--- src/rtl/bldc_cfg_pkg.sv ---
// Constants for the motor output configuration block.
// Assumes an 8-bit register port with a 4-bit address.
package bldc_cfg_pkg;
  // Register offsets
  localparam logic [3:0] OFF_CONTROL_A  = 4'h0;
  localparam logic [3:0] OFF_CONTROL_B  = 4'h1;
  localparam logic [3:0] OFF_PHASE      = 4'h2;
  localparam logic [3:0] OFF_PARITY     = 4'h3;
  localparam logic [3:0] OFF_POLARITY   = 4'h4;
  localparam logic [3:0] OFF_COMPARE    = 4'h5;
  localparam logic [3:0] OFF_WEIGHT     = 4'h6;
  localparam logic [3:0] OFF_STATUS     = 4'h7;
  // Field positions
  localparam int CA_OE      = 7;
  localparam int CA_RST     = 6;
  localparam int CA_SENSOR  = 5;
  localparam int CA_DIRECT  = 4;
  localparam int CA_CURRENT = 3;
  localparam int CA_AUTO    = 2;
  localparam int CA_FILTER  = 1;
  localparam int CA_CAPSRC  = 0;
  localparam int CB_ZCEDGE  = 5;
  localparam int CB_HWDM    = 4;
  localparam int CB_SWDM    = 3;
  localparam int CB_OS2     = 2;
  localparam int PA_SAME    = 7;
  localparam int PA_READ    = 6;
  // Reset values
  localparam logic [7:0] RST_REG = 8'h00;
  // Multiplier scale shift (divide by 32)
  localparam int DIV_SHIFT = 5;
  // Threshold references in millivolts
  localparam logic [11:0] VREF_0 = 12'h0C8;
  localparam logic [11:0] VREF_1 = 12'h258;
  localparam logic [11:0] VREF_2 = 12'h4B0;
  localparam logic [11:0] VREF_3 = 12'h9C4;
  // Off times in ns and clock
  localparam int CLK_NS      = 20;
  localparam int OFF_T0_NS   = 5000;
  localparam int OFF_T1_NS   = 10000;
  localparam int OFF_T2_NS   = 15000;
  localparam int OFF_T3_NS   = 30000;
  localparam int OFF_SENS_NS = 1250;
  localparam logic [10:0] OFF_T0_CYC   = 11'((OFF_T0_NS + CLK_NS - 1) / CLK_NS);
  localparam logic [10:0] OFF_T1_CYC   = 11'((OFF_T1_NS + CLK_NS - 1) / CLK_NS);
  localparam logic [10:0] OFF_T2_CYC   = 11'((OFF_T2_NS + CLK_NS - 1) / CLK_NS);
  localparam logic [10:0] OFF_T3_CYC   = 11'((OFF_T3_NS + CLK_NS - 1) / CLK_NS);
  localparam logic [10:0] OFF_SENS_CYC = 11'((OFF_SENS_NS + CLK_NS - 1) / CLK_NS);
endpackage

--- src/rtl/bldc_output_config.sv ---
// Configuration, preload and output channel logic of a motor bridge.
// Assumes event detection and capture registers live outside.
//
// The implementer's own choices: strobed register access and the register addresses.
`timescale 1ns/100ps
module bldc_output_config (
  input  wire logic        i_sys_clk,
  input  wire logic        i_arst_n,
  input  wire logic [3:0]  i_addr,
  input  wire logic [7:0]  i_wdata,
  input  wire logic        i_wr,
  input  wire logic        i_rd,
  output logic      [7:0]  o_rdata,
  input  wire logic        i_commutation_evt,
  input  wire logic        i_zc_evt,
  input  wire logic [7:0]  i_prev_zc_capture,
  input  wire logic [7:0]  i_curr_zc_capture,
  input  wire logic        i_current_cmp,
  input  wire logic        i_phase_input_a,
  input  wire logic        i_phase_input_b,
  input  wire logic        i_phase_input_c,
  output logic      [5:0]  o_motor_channel_out,
  output logic      [5:0]  o_motor_channel_oe,
  output logic             o_step_timer_clk_en,
  output logic             o_periph_clk_en,
  output logic             o_regs_reset_req,
  output logic             o_sensor_mode,
  output logic             o_current_mode,
  output logic             o_auto_commutation,
  output logic             o_current_cmp_filtered,
  output logic      [7:0]  o_next_commutation_compare,
  output logic      [7:0]  o_commutation_delay,
  output logic      [1:0]  o_threshold_sel,
  output logic      [11:0] o_threshold_mv,
  output logic             o_zc_edge_sel,
  output logic             o_hw_demag_en,
  output logic             o_sw_demag_en,
  output logic             o_pwm_before_d_sel,
  output logic      [1:0]  o_pwm_after_d_sel,
  output logic      [1:0]  o_comparator_input_sel,
  output logic             o_comparator_phase,
  output logic             o_zc_demag_same_edge,
  output logic             o_bemf_read_parity,
  output logic      [5:0]  o_channel_parity,
  output logic      [10:0] o_off_time_cycles
);

  logic [7:0]  control_a_reg;
  logic [7:0]  control_b_reg;
  logic [3:0]  control_b_shadow_reg;
  logic [3:0]  control_b_shadow_next;
  logic [7:0]  phase_state_reg;
  logic [7:0]  phase_shadow_reg;
  logic [7:0]  phase_shadow_next;
  logic [7:0]  parity_config_reg;
  logic [5:0]  parity_shadow_reg;
  logic [5:0]  parity_shadow_next;
  logic [7:0]  polarity_config_reg;
  logic [7:0]  compare_reg;
  logic [7:0]  delay_weight_reg;
  logic [15:0] product;
  logic [7:0]  delay_next;
  logic        direct;
  logic        phase_wr;
  logic        commit;
  logic        filt_reg;

  assign direct   = control_a_reg[bldc_cfg_pkg::CA_DIRECT];
  assign phase_wr = i_wr && (i_addr == bldc_cfg_pkg::OFF_PHASE);
  // Commit source: commutation, or phase write under direct access
  assign commit = direct ? phase_wr : i_commutation_evt;

  // Shadow values after this cycle's write, so a coincident write commits too
  always_comb begin
    control_b_shadow_next = control_b_shadow_reg;
    phase_shadow_next     = phase_shadow_reg;
    parity_shadow_next    = parity_shadow_reg;
    if (i_wr && (i_addr == bldc_cfg_pkg::OFF_CONTROL_B)) begin
      control_b_shadow_next = i_wdata[5:2];
    end
    if (phase_wr) begin
      phase_shadow_next = i_wdata;
    end
    if (i_wr && (i_addr == bldc_cfg_pkg::OFF_PARITY)) begin
      parity_shadow_next = i_wdata[5:0];
    end
  end

  // Shadow copies
  always_ff @(posedge i_sys_clk or negedge i_arst_n) begin
    if (!i_arst_n) begin
      control_b_shadow_reg <= 4'h0;
      phase_shadow_reg     <= bldc_cfg_pkg::RST_REG;
      parity_shadow_reg    <= 6'h00;
    end else begin
      control_b_shadow_reg <= control_b_shadow_next;
      phase_shadow_reg     <= phase_shadow_next;
      parity_shadow_reg    <= parity_shadow_next;
    end
  end

  // Plain control register A
  always_ff @(posedge i_sys_clk or negedge i_arst_n) begin
    if (!i_arst_n) begin
      control_a_reg <= bldc_cfg_pkg::RST_REG;
    end else if (i_wr && (i_addr == bldc_cfg_pkg::OFF_CONTROL_A)) begin
      control_a_reg <= i_wdata;
    end
  end

  // Control register B: direct bits plus preloaded bits 5:2
  always_ff @(posedge i_sys_clk or negedge i_arst_n) begin
    if (!i_arst_n) begin
      control_b_reg <= bldc_cfg_pkg::RST_REG;
    end else begin
      if (i_wr && (i_addr == bldc_cfg_pkg::OFF_CONTROL_B)) begin
        control_b_reg[7:6] <= i_wdata[7:6];
        control_b_reg[1:0] <= i_wdata[1:0];
      end
      if (commit) begin
        control_b_reg[5:2] <= control_b_shadow_next;
      end
    end
  end

  // Active phase state, committed from shadow
  always_ff @(posedge i_sys_clk or negedge i_arst_n) begin
    if (!i_arst_n) begin
      phase_state_reg <= bldc_cfg_pkg::RST_REG;
    end else if (commit) begin
      phase_state_reg <= phase_shadow_next;
    end
  end

  // Parity register: bits 7:6 direct, channel parity preloaded
  always_ff @(posedge i_sys_clk or negedge i_arst_n) begin
    if (!i_arst_n) begin
      parity_config_reg <= bldc_cfg_pkg::RST_REG;
    end else begin
      if (i_wr && (i_addr == bldc_cfg_pkg::OFF_PARITY)) begin
        parity_config_reg[7:6] <= i_wdata[7:6];
      end
      if (commit) begin
        parity_config_reg[5:0] <= parity_shadow_next;
      end
    end
  end

  // Polarity and off time
  always_ff @(posedge i_sys_clk or negedge i_arst_n) begin
    if (!i_arst_n) begin
      polarity_config_reg <= bldc_cfg_pkg::RST_REG;
    end else if (i_wr && (i_addr == bldc_cfg_pkg::OFF_POLARITY)) begin
      polarity_config_reg <= i_wdata;
    end
  end

  // Delay weight
  always_ff @(posedge i_sys_clk or negedge i_arst_n) begin
    if (!i_arst_n) begin
      delay_weight_reg <= bldc_cfg_pkg::RST_REG;
    end else if (i_wr && (i_addr == bldc_cfg_pkg::OFF_WEIGHT)) begin
      delay_weight_reg <= i_wdata;
    end
  end

  // Weight times selected capture, divided by 32
  assign product = {8'h00, delay_weight_reg} * {8'h00, (control_a_reg[bldc_cfg_pkg::CA_CAPSRC] ?
                   i_curr_zc_capture : i_prev_zc_capture)};
  assign delay_next = product[bldc_cfg_pkg::DIV_SHIFT +: 8];

  // Compare: software writes in switched mode, hardware loads in auto mode
  always_ff @(posedge i_sys_clk or negedge i_arst_n) begin
    if (!i_arst_n) begin
      compare_reg <= bldc_cfg_pkg::RST_REG;
    end else if (control_a_reg[bldc_cfg_pkg::CA_AUTO]) begin
      if (i_zc_evt) begin
        compare_reg <= delay_next;
      end
    end else if (i_wr && (i_addr == bldc_cfg_pkg::OFF_COMPARE)) begin
      compare_reg <= i_wdata;
    end
  end

  // Registered delay output
  always_ff @(posedge i_sys_clk or negedge i_arst_n) begin
    if (!i_arst_n) begin
      o_commutation_delay <= 8'h00;
    end else begin
      o_commutation_delay <= delay_next;
    end
  end

  // Current comparator filter: two equal samples needed
  always_ff @(posedge i_sys_clk or negedge i_arst_n) begin
    if (!i_arst_n) begin
      filt_reg               <= 1'b0;
      o_current_cmp_filtered <= 1'b0;
    end else begin
      filt_reg <= i_current_cmp;
      if (!control_a_reg[bldc_cfg_pkg::CA_FILTER]) begin
        o_current_cmp_filtered <= i_current_cmp;
      end else if (filt_reg == i_current_cmp) begin
        o_current_cmp_filtered <= i_current_cmp;
      end
    end
  end

  // Channel pins and enables
  always_ff @(posedge i_sys_clk or negedge i_arst_n) begin
    if (!i_arst_n) begin
      o_motor_channel_out <= 6'h00;
      o_motor_channel_oe  <= 6'h00;
    end else begin
      o_motor_channel_out <= ~(polarity_config_reg[5:0] ^ phase_state_reg[5:0]);
      o_motor_channel_oe  <= {6{control_a_reg[bldc_cfg_pkg::CA_OE]}};
    end
  end

  // Comparator phase selection
  always_ff @(posedge i_sys_clk or negedge i_arst_n) begin
    if (!i_arst_n) begin
      o_comparator_phase <= 1'b0;
    end else begin
      case (phase_state_reg[7:6])
        2'h0:    o_comparator_phase <= i_phase_input_a;
        2'h1:    o_comparator_phase <= i_phase_input_b;
        2'h2:    o_comparator_phase <= i_phase_input_c;
        default: o_comparator_phase <= 1'b0;
      endcase
    end
  end

  // Threshold and off time lookups
  always_comb begin
    case (control_b_reg[7:6])
      2'h0:    o_threshold_mv = bldc_cfg_pkg::VREF_0;
      2'h1:    o_threshold_mv = bldc_cfg_pkg::VREF_1;
      2'h2:    o_threshold_mv = bldc_cfg_pkg::VREF_2;
      default: o_threshold_mv = bldc_cfg_pkg::VREF_3;
    endcase
    if (control_a_reg[bldc_cfg_pkg::CA_SENSOR]) begin
      o_off_time_cycles = bldc_cfg_pkg::OFF_SENS_CYC;
    end else begin
      case (polarity_config_reg[7:6])
        2'h0:    o_off_time_cycles = bldc_cfg_pkg::OFF_T0_CYC;
        2'h1:    o_off_time_cycles = bldc_cfg_pkg::OFF_T1_CYC;
        2'h2:    o_off_time_cycles = bldc_cfg_pkg::OFF_T2_CYC;
        default: o_off_time_cycles = bldc_cfg_pkg::OFF_T3_CYC;
      endcase
    end
  end

  // Mode and field outputs
  assign o_periph_clk_en    = control_a_reg[bldc_cfg_pkg::CA_OE];
  assign o_step_timer_clk_en = control_a_reg[bldc_cfg_pkg::CA_OE] && !direct;
  assign o_regs_reset_req   = control_a_reg[bldc_cfg_pkg::CA_RST];
  assign o_sensor_mode      = control_a_reg[bldc_cfg_pkg::CA_SENSOR];
  assign o_current_mode     = control_a_reg[bldc_cfg_pkg::CA_CURRENT];
  assign o_auto_commutation = control_a_reg[bldc_cfg_pkg::CA_AUTO];
  assign o_next_commutation_compare = compare_reg;
  assign o_threshold_sel    = control_b_reg[7:6];
  assign o_zc_edge_sel      = control_b_reg[bldc_cfg_pkg::CB_ZCEDGE];
  assign o_hw_demag_en      = control_b_reg[bldc_cfg_pkg::CB_HWDM];
  assign o_sw_demag_en      = control_b_reg[bldc_cfg_pkg::CB_SWDM];
  assign o_pwm_before_d_sel = control_b_reg[bldc_cfg_pkg::CB_OS2] && !o_sensor_mode;
  assign o_pwm_after_d_sel  = control_b_reg[1:0];
  assign o_comparator_input_sel = phase_state_reg[7:6];
  assign o_zc_demag_same_edge = parity_config_reg[bldc_cfg_pkg::PA_SAME];
  assign o_bemf_read_parity = parity_config_reg[bldc_cfg_pkg::PA_READ];
  assign o_channel_parity   = parity_config_reg[5:0];

  // Read data one cycle after the strobe; active values only
  always_ff @(posedge i_sys_clk or negedge i_arst_n) begin
    if (!i_arst_n) begin
      o_rdata <= 8'h00;
    end else if (!i_rd) begin
      o_rdata <= 8'h00;
    end else if (i_addr == bldc_cfg_pkg::OFF_CONTROL_A) begin
      o_rdata <= control_a_reg;
    end else if (i_addr == bldc_cfg_pkg::OFF_CONTROL_B) begin
      o_rdata <= control_b_reg;
    end else if (i_addr == bldc_cfg_pkg::OFF_PHASE) begin
      o_rdata <= phase_state_reg;
    end else if (i_addr == bldc_cfg_pkg::OFF_PARITY) begin
      o_rdata <= parity_config_reg;
    end else if (i_addr == bldc_cfg_pkg::OFF_POLARITY) begin
      o_rdata <= polarity_config_reg;
    end else if (i_addr == bldc_cfg_pkg::OFF_COMPARE) begin
      o_rdata <= compare_reg;
    end else if (i_addr == bldc_cfg_pkg::OFF_WEIGHT) begin
      o_rdata <= delay_weight_reg;
    end else if (i_addr == bldc_cfg_pkg::OFF_STATUS) begin
      o_rdata <= {o_motor_channel_oe[0], direct, o_motor_channel_out};
    end else begin
      o_rdata <= 8'h00;
    end
  end

endmodule

--- config.mk ---
export PLATFORM = sky130hd
export DESIGN_NAME = bldc_output_config
export DESIGN_NICKNAME = d
export VERILOG_FILES = /design/src/rtl/bldc_cfg_pkg.sv /design/src/rtl/bldc_output_config.sv
export SDC_FILE = /design/constraint.sdc
export NUM_CORES = 1
export LEC_CHECK = 0
export ABC_AREA = 1
export BUFFER_PORTS_ARGS = -buffer_cell sky130_fd_sc_hd__buf_4
export CORE_MARGIN = 10
export CORE_UTILIZATION = 51
export CTS_CLUSTER_SIZE = 40
export DETAILED_ROUTE_END_ITERATION = 16
export GPL_ROUTABILITY_DRIVEN = 0
export MAX_ROUTING_LAYER = met4
export PLACE_DENSITY = 0.77
export SLEW_MARGIN = 20
export SYNTH_ARGS = -nofsm -noshare
export SYNTH_HDL_FRONTEND = slang
export SYNTH_SLANG_ARGS = --single-unit
--- constraint.sdc ---
create_clock -name i_sys_clk -period 4.3 [get_ports i_sys_clk]
set_clock_uncertainty 0.2 [all_clocks]
set_input_delay 0.215 -clock i_sys_clk [delete_from_list [all_inputs] [get_ports i_sys_clk]]
set_output_delay 0.215 -clock i_sys_clk [all_outputs]
set_load 0.05 [all_outputs]
==> impl_results.md, run 1 <==
- CP startpoint kind: flip-flop
- Utilization after layout: about two thirds
- Status: finished with violations
- Clk_lat worst skew: 0.35 ns
- GRT Total Usage: 21.62%
- Filler cells: roughly 1000
- Maximum vdd drop: about 0.00061 V
- Cell with the most instances after synthesis: nand2_1
- #FFs+latches synth: 100
- DR WL met2: about 8600 um
- Failing checks: negative setup slack
- Num rows: 40
- Unrepaired setup endpoints after global routing: true
- Largest net degree at the start of global routing: 67
- Synth top area share: 39.07%
- Hold Path Cell Cnt: 5
- Main synth FF type: dfrtp_1
- Root buf cell: clkbuf_16
- Die ar.: between 15000 and 20000 um2
- Final setup margin: -0.2290 ns
- Vias: 5634
- Sink Count: 100
- Chip height: 132.1 um
- Area Growth Syn to Fin: 28.78%
- Syn Area/Cell: about 8.3 um2
- Iter 0 DRT Violations: 471
- Core area: 12160 um2
- Post-synth EDFFs: 0
- Worst r2r src: control_a_reg[0]
- # DRC: 0
- Slew Viols, Final: 0
- Initial antenna violation count: 0
- Share of layout cells above drive strength 1: 27.68%
- Endpoint, Worst Hold: o_next_commutation_compare[1]
- Power per cell area: 773.4 nW/um2
- Area occupied by registers: 2504 um2
- Bufs on Longest Clock Path: 2
- CTS buffer count: 9
- Pre-CTS setup slack: -0.2167 ns
- TritonRoute pass-1 iters: 5
- Crit path arrival time: approximately 4.6 ns
- Top cells by area, synth: dfrtp_1 (39%), nand2_1 (11%), fa_1 (10%)
- Synthesized area: about 6400 um2
- First-pass GRT wire length: approximately 30000 um
- Cell variety after synth: 39
- Footprint of the multi-input gates: 3413 um2
- Clk slew on worst S/H paths: approximately 0.07 ns
- Worst hold slack: 0.05641 ns
- Met3 Wirelength: 1607 um
- Routed Antenna Nets: 0
- Maximum clock frequency: about 220 MHz
- Met1 Wirelength: about 7900 um
- Minimum clock period: 4.529 ns
- Crit Path Category: reg -> reg
- Antenna diode count: 0
- Cells after Synth: 768
- CTS tree: built
- Share of flip-flops with an asynchronous set or reset: 100.0%
- DR vias/cell: 5.122
- CP Data Required Time: 4.35 ns
- Setup violators final: 11
- Die X: 132.1 um
- Largest area contributor in the netlist: dfrtp_1
- Leakage: between 4 and 5 nW
- Critical path endpoint category: flip-flop
- Synth warnings: 0
- CTS HTree Levels: 3
- Sequential fraction of the synthesis area: 39.07%
- Fin nets: 1026
- IO Pins: 123
- Worst R2R Path Depth: 19
- Worst-Margin Slew: ~0.8 ns
- Vias in the first global route: 5661
- CP Max Fanout: 7
- Avg WL per Cell: around 17 um
- Hold Path Origin: i_zc_evt
- GRT overflow: 0
- Maxcap violations: 0
- Post-DP HPWL: between 10000 and 15000 um
- I/O Buffers: 120
- R2R Setup Slk: -0.23 ns
- Initial Utilization: between 50% and 60%
- Top layer reached by signal wires: met4
- Rel. slew slack: 45.12%
- Hold Path Class: in -> reg
- Synth top cells by count: nand2_1 (183), inv_1 (110), dfrtp_1 (100)
- R2R Path End: o_next_commutation_compare[7]
- Period utilisation layout: 105.3%
- Routed WL: around 18000 um
- Final Hold Vio Count: 0
[cell type report]
cell class                 instances  area share, %
sequential                       100          30.35
multi-input combinational        518          41.38
clock inverter                     6         0.5765
inverter                         121          5.537
tap                              168          2.549
timing repair buffer             177          16.70
clock buffer                      10          2.897
[power breakdown]
part	switching, mW	total [mW]	internal [mW]	leakage, nW
combinational	2.46	4.13	1.67	2.97
clock	0.356	0.770	0.414	0.145
sequential	0.255	1.48	1.23	1.25
[worst max path at each step]
stage	endpoint	from	slack (ns)
global placement	o_next_commutation_compare[7]	control_a_reg[0]	-0.14
CTS	o_next_commutation_compare[7]	control_a_reg[0]	-0.18
finish	o_next_commutation_compare[7]	control_a_reg[0]	-0.23
detailed placement	o_next_commutation_compare[6]	control_a_reg[0]	-0.22
floorplan	o_next_commutation_compare[7]	control_a_reg[0]	-0.04
global route	o_next_commutation_compare[7]	control_a_reg[0]	-0.42
[kinds of logic (layout without fill, tap and decap cells)]
logic type | Yosys count | count (layout) | share of synthesized area, %
mux | 16 | 16 | 3.282
buf+inv | 151 | 314 | 10.43
flops | 100 | 100 | 39.07
other cells | 1 | 2 | 0.05855
xor+xnor | 10 | 10 | 1.485
compound gates | 123 | 123 | 10.14
fa+ha+maj | 61 | 61 | 15.78
simple gates | 306 | 306 | 19.75
[critical path: stages, from the launching register on]
cell	delay [ns]
dfrtp_2	0.44
buf_12	0.15
mux2i_4	0.21
or2_4	0.26
fa_1	0.48
fa_1	0.54
inv_1	0.06
fa_1	0.49
inv_1	0.05
fa_1	0.49
inv_2	0.05
ha_4	0.23
a21oi_1	0.19
a21oi_1	0.09
nor2_1	0.12
nand2_2	0.08
nand2_1	0.08
nand3_1	0.08
nand2_1	0.09
nand2_1	0.05
[per-stage QoR]
stage,instances,area [um2],setup TNS (ns),power (mW)
global route,1100,8248,-3.869,6.844
global placement,1073,7755,-0.5184,5.286
floorplan,769,6501,-0.04280,3.964
detailed placement,1073,7755,-1.019,5.343
finish,1100,8248,-1.486,6.379
CTS,1097,8133,-0.9185,6.182
[per-layer routing]
| layer | up-vias | track usage [%] |
|---|---|---|
| met1 | 2685 | 27.50 |
| met3 | 19 | 6.250 |
| met2 | 232 | 33.28 |
| met5 | - | - |
| li1 | 2698 | - |
| met4 | 0 | 5.192 |
[cell usage in the layout, fill, tap and decap left out, types with 3 or more instances in the layout]
master           n
nand2_2         12
inv_2           10
nand2_4          3
mux2_2           3
dlygate4sd3_1    6
o21ai_0         64
nand2_1        180
o211ai_1         5
a21oi_1         30
xnor2_1          6
nor2_2           7
nor2_1          67
clkinv_2         4
mux2i_4          3
xor2_2           3
clkinv_1         3
dfrtp_1         99
or2_4            3
clkbuf_16       10
o21ai_1         17
ha_4             5
mux2_4           9
buf_4          168
ha_1            23
fa_1            32
nand3_1         24
inv_1          106
[repair_timing]
item                                    4_1_cts  5_1_grt
endpoints found under the setup margin       10       14
resized for setup                             4       17
gates cloned                                  0        1
hold buffers                                  6        0
pin swaps                                     4        5
buffers inserted                              2        2
endpoints found under the hold margin        74        0
Note: power is estimated with default switching activity, not from simulation.
==> run 2: changes to the inputs <==
--- a/config.mk
+++ b/config.mk
@@ -5,7 +5,6 @@
 export SDC_FILE = /design/constraint.sdc
 export NUM_CORES = 1
 export LEC_CHECK = 0
-export ABC_AREA = 1
 export BUFFER_PORTS_ARGS = -buffer_cell sky130_fd_sc_hd__buf_4
 export CORE_MARGIN = 10
 export CORE_UTILIZATION = 51
==> run 2 against run 1 <==
Effect of this change:
- the flow still finishes with violations (negative setup slack)
- via count down 14%
- global-route usage down 1.2 points
- utilization up 1.4 points
- clock power up 4.2%
- sequential share of layout area down 0.62 points
- synthesized area up 0.25%
- critical path type unchanged
==> impl_results.md, run 2 <==
- Root buf cell: clkbuf_16 (unchanged)
- CP Max Fanout: 7 (unchanged)
- Core area: 12160 um2 (unchanged)
- P_sw: 3.481 mW (was 3.068 mW)
- Power per cell area: 906.1 nW/um2 (was 773.4 nW/um2)
- Routed Antenna Nets: 0 (unchanged)
- DR vias/cell: 5.345 (was 5.122)
- Routed WL: 17620 um (was 18330 um)
- CP startpoint kind: flip-flop (unchanged)
- Rel. slew slack: 35.31% (was 45.12%)
- Share of flip-flops with an asynchronous set or reset: 100.0% (unchanged)
- Iter 0 DRT Violations: 297 (was 471)
- Initial Utilization: 52.80% (was 52.66%)
- Critical path endpoint category: flip-flop (unchanged)
- GRT Total Usage: 20.43% (was 21.62%)
- Maximum clock frequency: 210.0 MHz (was 220.8 MHz)
- Antenna diode count: 0 (unchanged)
- Vias: 4843 (was 5634)
- I/O Buffers: 120 (unchanged)
- Vias in the first global route: 5319 (was 5661)
- GRT overflow: 0 (unchanged)
- Crit Path Category: reg -> reg (unchanged)
- Worst-Margin Slew: 0.9704 ns (was 0.8231 ns)
- Sequential fraction of the synthesis area: 38.97% (was 39.07%)
- Most common cell after layout, fill and taps aside: buf_4 (was nand2_1)
- CTS HTree Levels: 3 (unchanged)
- Total chip power: 7.624 mW (was 6.379 mW)
- Unrepaired setup endpoints after global routing: true (unchanged)
- Slew Viols, Final: 0 (unchanged)
- Synth top cells by count: dfrtp_1 (100), mux2_2 (74), inv_1 (50), nor2b_1 (50), fa_1 (33) (was nand2_1 (183), inv_1 (110), dfrtp_1 (100))
- Final Hold Vio Count: 0 (unchanged)
- CP Data Required Time: 4.34 ns (was 4.35 ns)
- Internal Power: 4.143 mW (was 3.311 mW)
- #FFs+latches synth: 100 (unchanged)
- Post-DP HPWL: 13380 um (was 14230 um)
- Largest area contributor in the netlist: dfrtp_1 (unchanged)
- Chip height: 132.2 um (was 132.1 um)
- Combinational Power Share: 69.0% (was 64.7%)
- Die ar.: 17480 um2 (was 17440 um2)
- Failing checks: negative setup slack (unchanged)
- Avg WL per Cell: 19.45 um (was 16.66 um)
- Minimum clock period: 4.761 ns (was 4.529 ns)
- Clk slew on worst S/H paths: 0.07 ns (about the same)
- Clk_lat worst skew: 0.35 ns (about the same)
- Cell with the most instances after synthesis: dfrtp_1 (was nand2_1)
- Area Growth Syn to Fin: 31.04% (was 28.78%)
- Pre-CTS setup slack: -0.4813 ns (was -0.2167 ns)
- IO Pins: 123 (unchanged)
- CTS tree: built (unchanged)
- Top cells by area, synth: dfrtp_1 (39%), mux2_2 (13%), fa_1 (10%) (was dfrtp_1 (39%), nand2_1 (11%), fa_1 (10%))
- CTS buffer count: 9 (unchanged)
- Net switching share of the total power: 45.66% (was 48.10%)
- Setup violators final: 15 (was 11)
- Maxcap violations: 0 (unchanged)
- Main synth FF type: dfrtp_1 (unchanged)
- Bufs on Longest Clock Path: 2 (unchanged)
- Fin nets: 832 (was 1026)
- Synth warnings: 0 (unchanged)
- Sink Count: 100 (unchanged)
- Largest net degree at the start of global routing: 79 (was 67)
- Status: finished with violations (unchanged)
- Post-synth EDFFs: 0 (unchanged)
- Crit path arrival time: 4.80 ns (was 4.57 ns)
- Die X: 132.2 um (was 132.1 um)
- Final instance area: 8414 um2 (was 8248 um2)
- Synthesized area: 6421 um2 (was 6405 um2)
- Share of layout cells above drive strength 1: 41.87% (was 27.68%)
- Synth top area share: 38.97% (was 39.07%)
- TritonRoute pass-1 iters: 6 (was 5)
- Initial antenna violation count: 0 (unchanged)
- First-pass GRT wire length: 28290 um (was 29710 um)
- Final setup margin: -0.4613 ns (was -0.2290 ns)
- Leakage: 4.066 nW (was 4.373 nW)
- Hold Path Class: in -> reg (unchanged)
- Num rows: 40 (unchanged)
- Cell variety after synth: 50 (was 39)
- Area after DPL: 7812 um2 (was 7755 um2)
- # DRC: 0 (unchanged)
- Clock share of power: 10.5% (was 12.1%)
- Sequential share of power: 20.5% (was 23.2%)
- Syn Area/Cell: 11.34 um2 (was 8.340 um2)
- Period utilisation layout: 110.7% (was 105.3%)
- Most frequent cells in the layout: buf_4 (176), dfrtp_1 (100), mux2_2 (73) (was nand2_1 (180), buf_4 (168), inv_1 (106))
- Maximum vdd drop: 0.0005326 V (was 0.0006106 V)
- Cells after Synth: 566 (was 768)
## run 2: cell count changes after synthesis, sizes merged, moves of 11 or more
cell    delta
nand3     -23
a21oi     -11
nor2b     +50
nand2    -178
nor2      -51
mux2i     +15
inv       -66
o21ai     -71
nand2b    +16
mux2      +61
## run 2: repair_timing
item / CTS / global route
resized for setup: 12 / 8
hold buffers: 12 / 0
buffers inserted: 4 / 5
pin swaps: 9 / 7
endpoints found under the hold margin: 113 / 0
setup endpoints to repair: 15 / 16
## run 2: path summary, 6_finish.rpt
kind                                                  to  cells past startpoint  slack, ns              from
setup / recovery           o_next_commutation_compare[3]                     17      -0.46  control_a_reg[0]
hold / removal                      parity_config_reg[7]                      2       0.01        i_wdata[7]
setup reg to reg           o_next_commutation_compare[3]                     17      -0.46  control_a_reg[0]
hold reg to reg                    o_motor_channel_oe[0]                      0       0.27  control_a_reg[7]
max in group asynchronous         o_commutation_delay[5]                      3       2.64          i_arst_n
min in group asynchronous               control_a_reg[5]                      2       0.35          i_arst_n
## run 2: cell type report
| cell class | count | area, um2 |
|---|---|---|
| Timing Repair Buffer | 191 | 1484 |
| Tap cell | 168 | 210.2 |
| Clock inverter | 6 | 55.05 |
| Sequential cell | 100 | 2502 |
| Clock buffer | 10 | 239.0 |
| Inverter | 51 | 191.4 |
| Multi-Input combinational cell | 380 | 3732 |
| Fill cell | 934 | 3747 |
## run 2: metal layers
| layer | track usage (%) | wire length [um] | vias to the layer above |
|---|---|---|---|
| met1 | 23.22 | 7007 | 2463 |
| li1 | - | - | 2223 |
| met2 | 36.67 | 9669 | 133 |
| met5 | - | 0 | - |
| met4 | 6.112 | 286 | 0 |
| met3 | 2.553 | 655 | 24 |
## run 2: cells by family (layout without fill, tap and decap cells)
group	Yosys count	in the layout	synth area share [%]
buffers and inverters	87	258	6.333
adders and majority gates	61	61	15.74
AOI/OAI and AO/OA	67	67	7.073
DFF	100	100	38.97
xor gates and xnor gates	18	18	2.455
other	1	2	0.05840
muxes	94	94	16.87
and+or+nand+nor	138	138	12.49
## run 2: power by group through the flow
stage	logic, mW	clock network (mW)	registers [mW]
floorplan	2.63	0	2.07
global placement	4.88	0	1.55
detailed placement	5.00	0	1.56
CTS	5.18	0.807	1.55
global route	5.70	0.848	1.59
finish	5.26	0.802	1.56
## run 2: metrics by stage
step	cells	util [%]	hold WS [ns]	TNS (ns)
floorplan	567	-	-0.2806	-0.9942
global placement	869	64.24	0.1426	-2.713
detailed placement	869	64.24	0.1478	-4.449
CTS	901	68.45	0.006249	-4.651
global route	906	69.19	0.01028	-7.734
finish	906	69.19	0.01011	-4.710
## run 2: critical path, cell delays in order (launching register included)
cell and delay [ns]:
dfrtp_1 0.40, buf_12 0.18, mux2i_4 0.33, buf_6 0.14
nor2b_1 0.05, fa_2 0.37, fa_1 0.53, inv_1 0.05
fa_1 0.49, fa_1 0.55, inv_1 0.06, ha_4 0.27
nand2_2 0.06, o21ai_2 0.16, a22oi_2 0.13, o311a_1 0.15
mux2_4 0.26, mux2_2 0.25
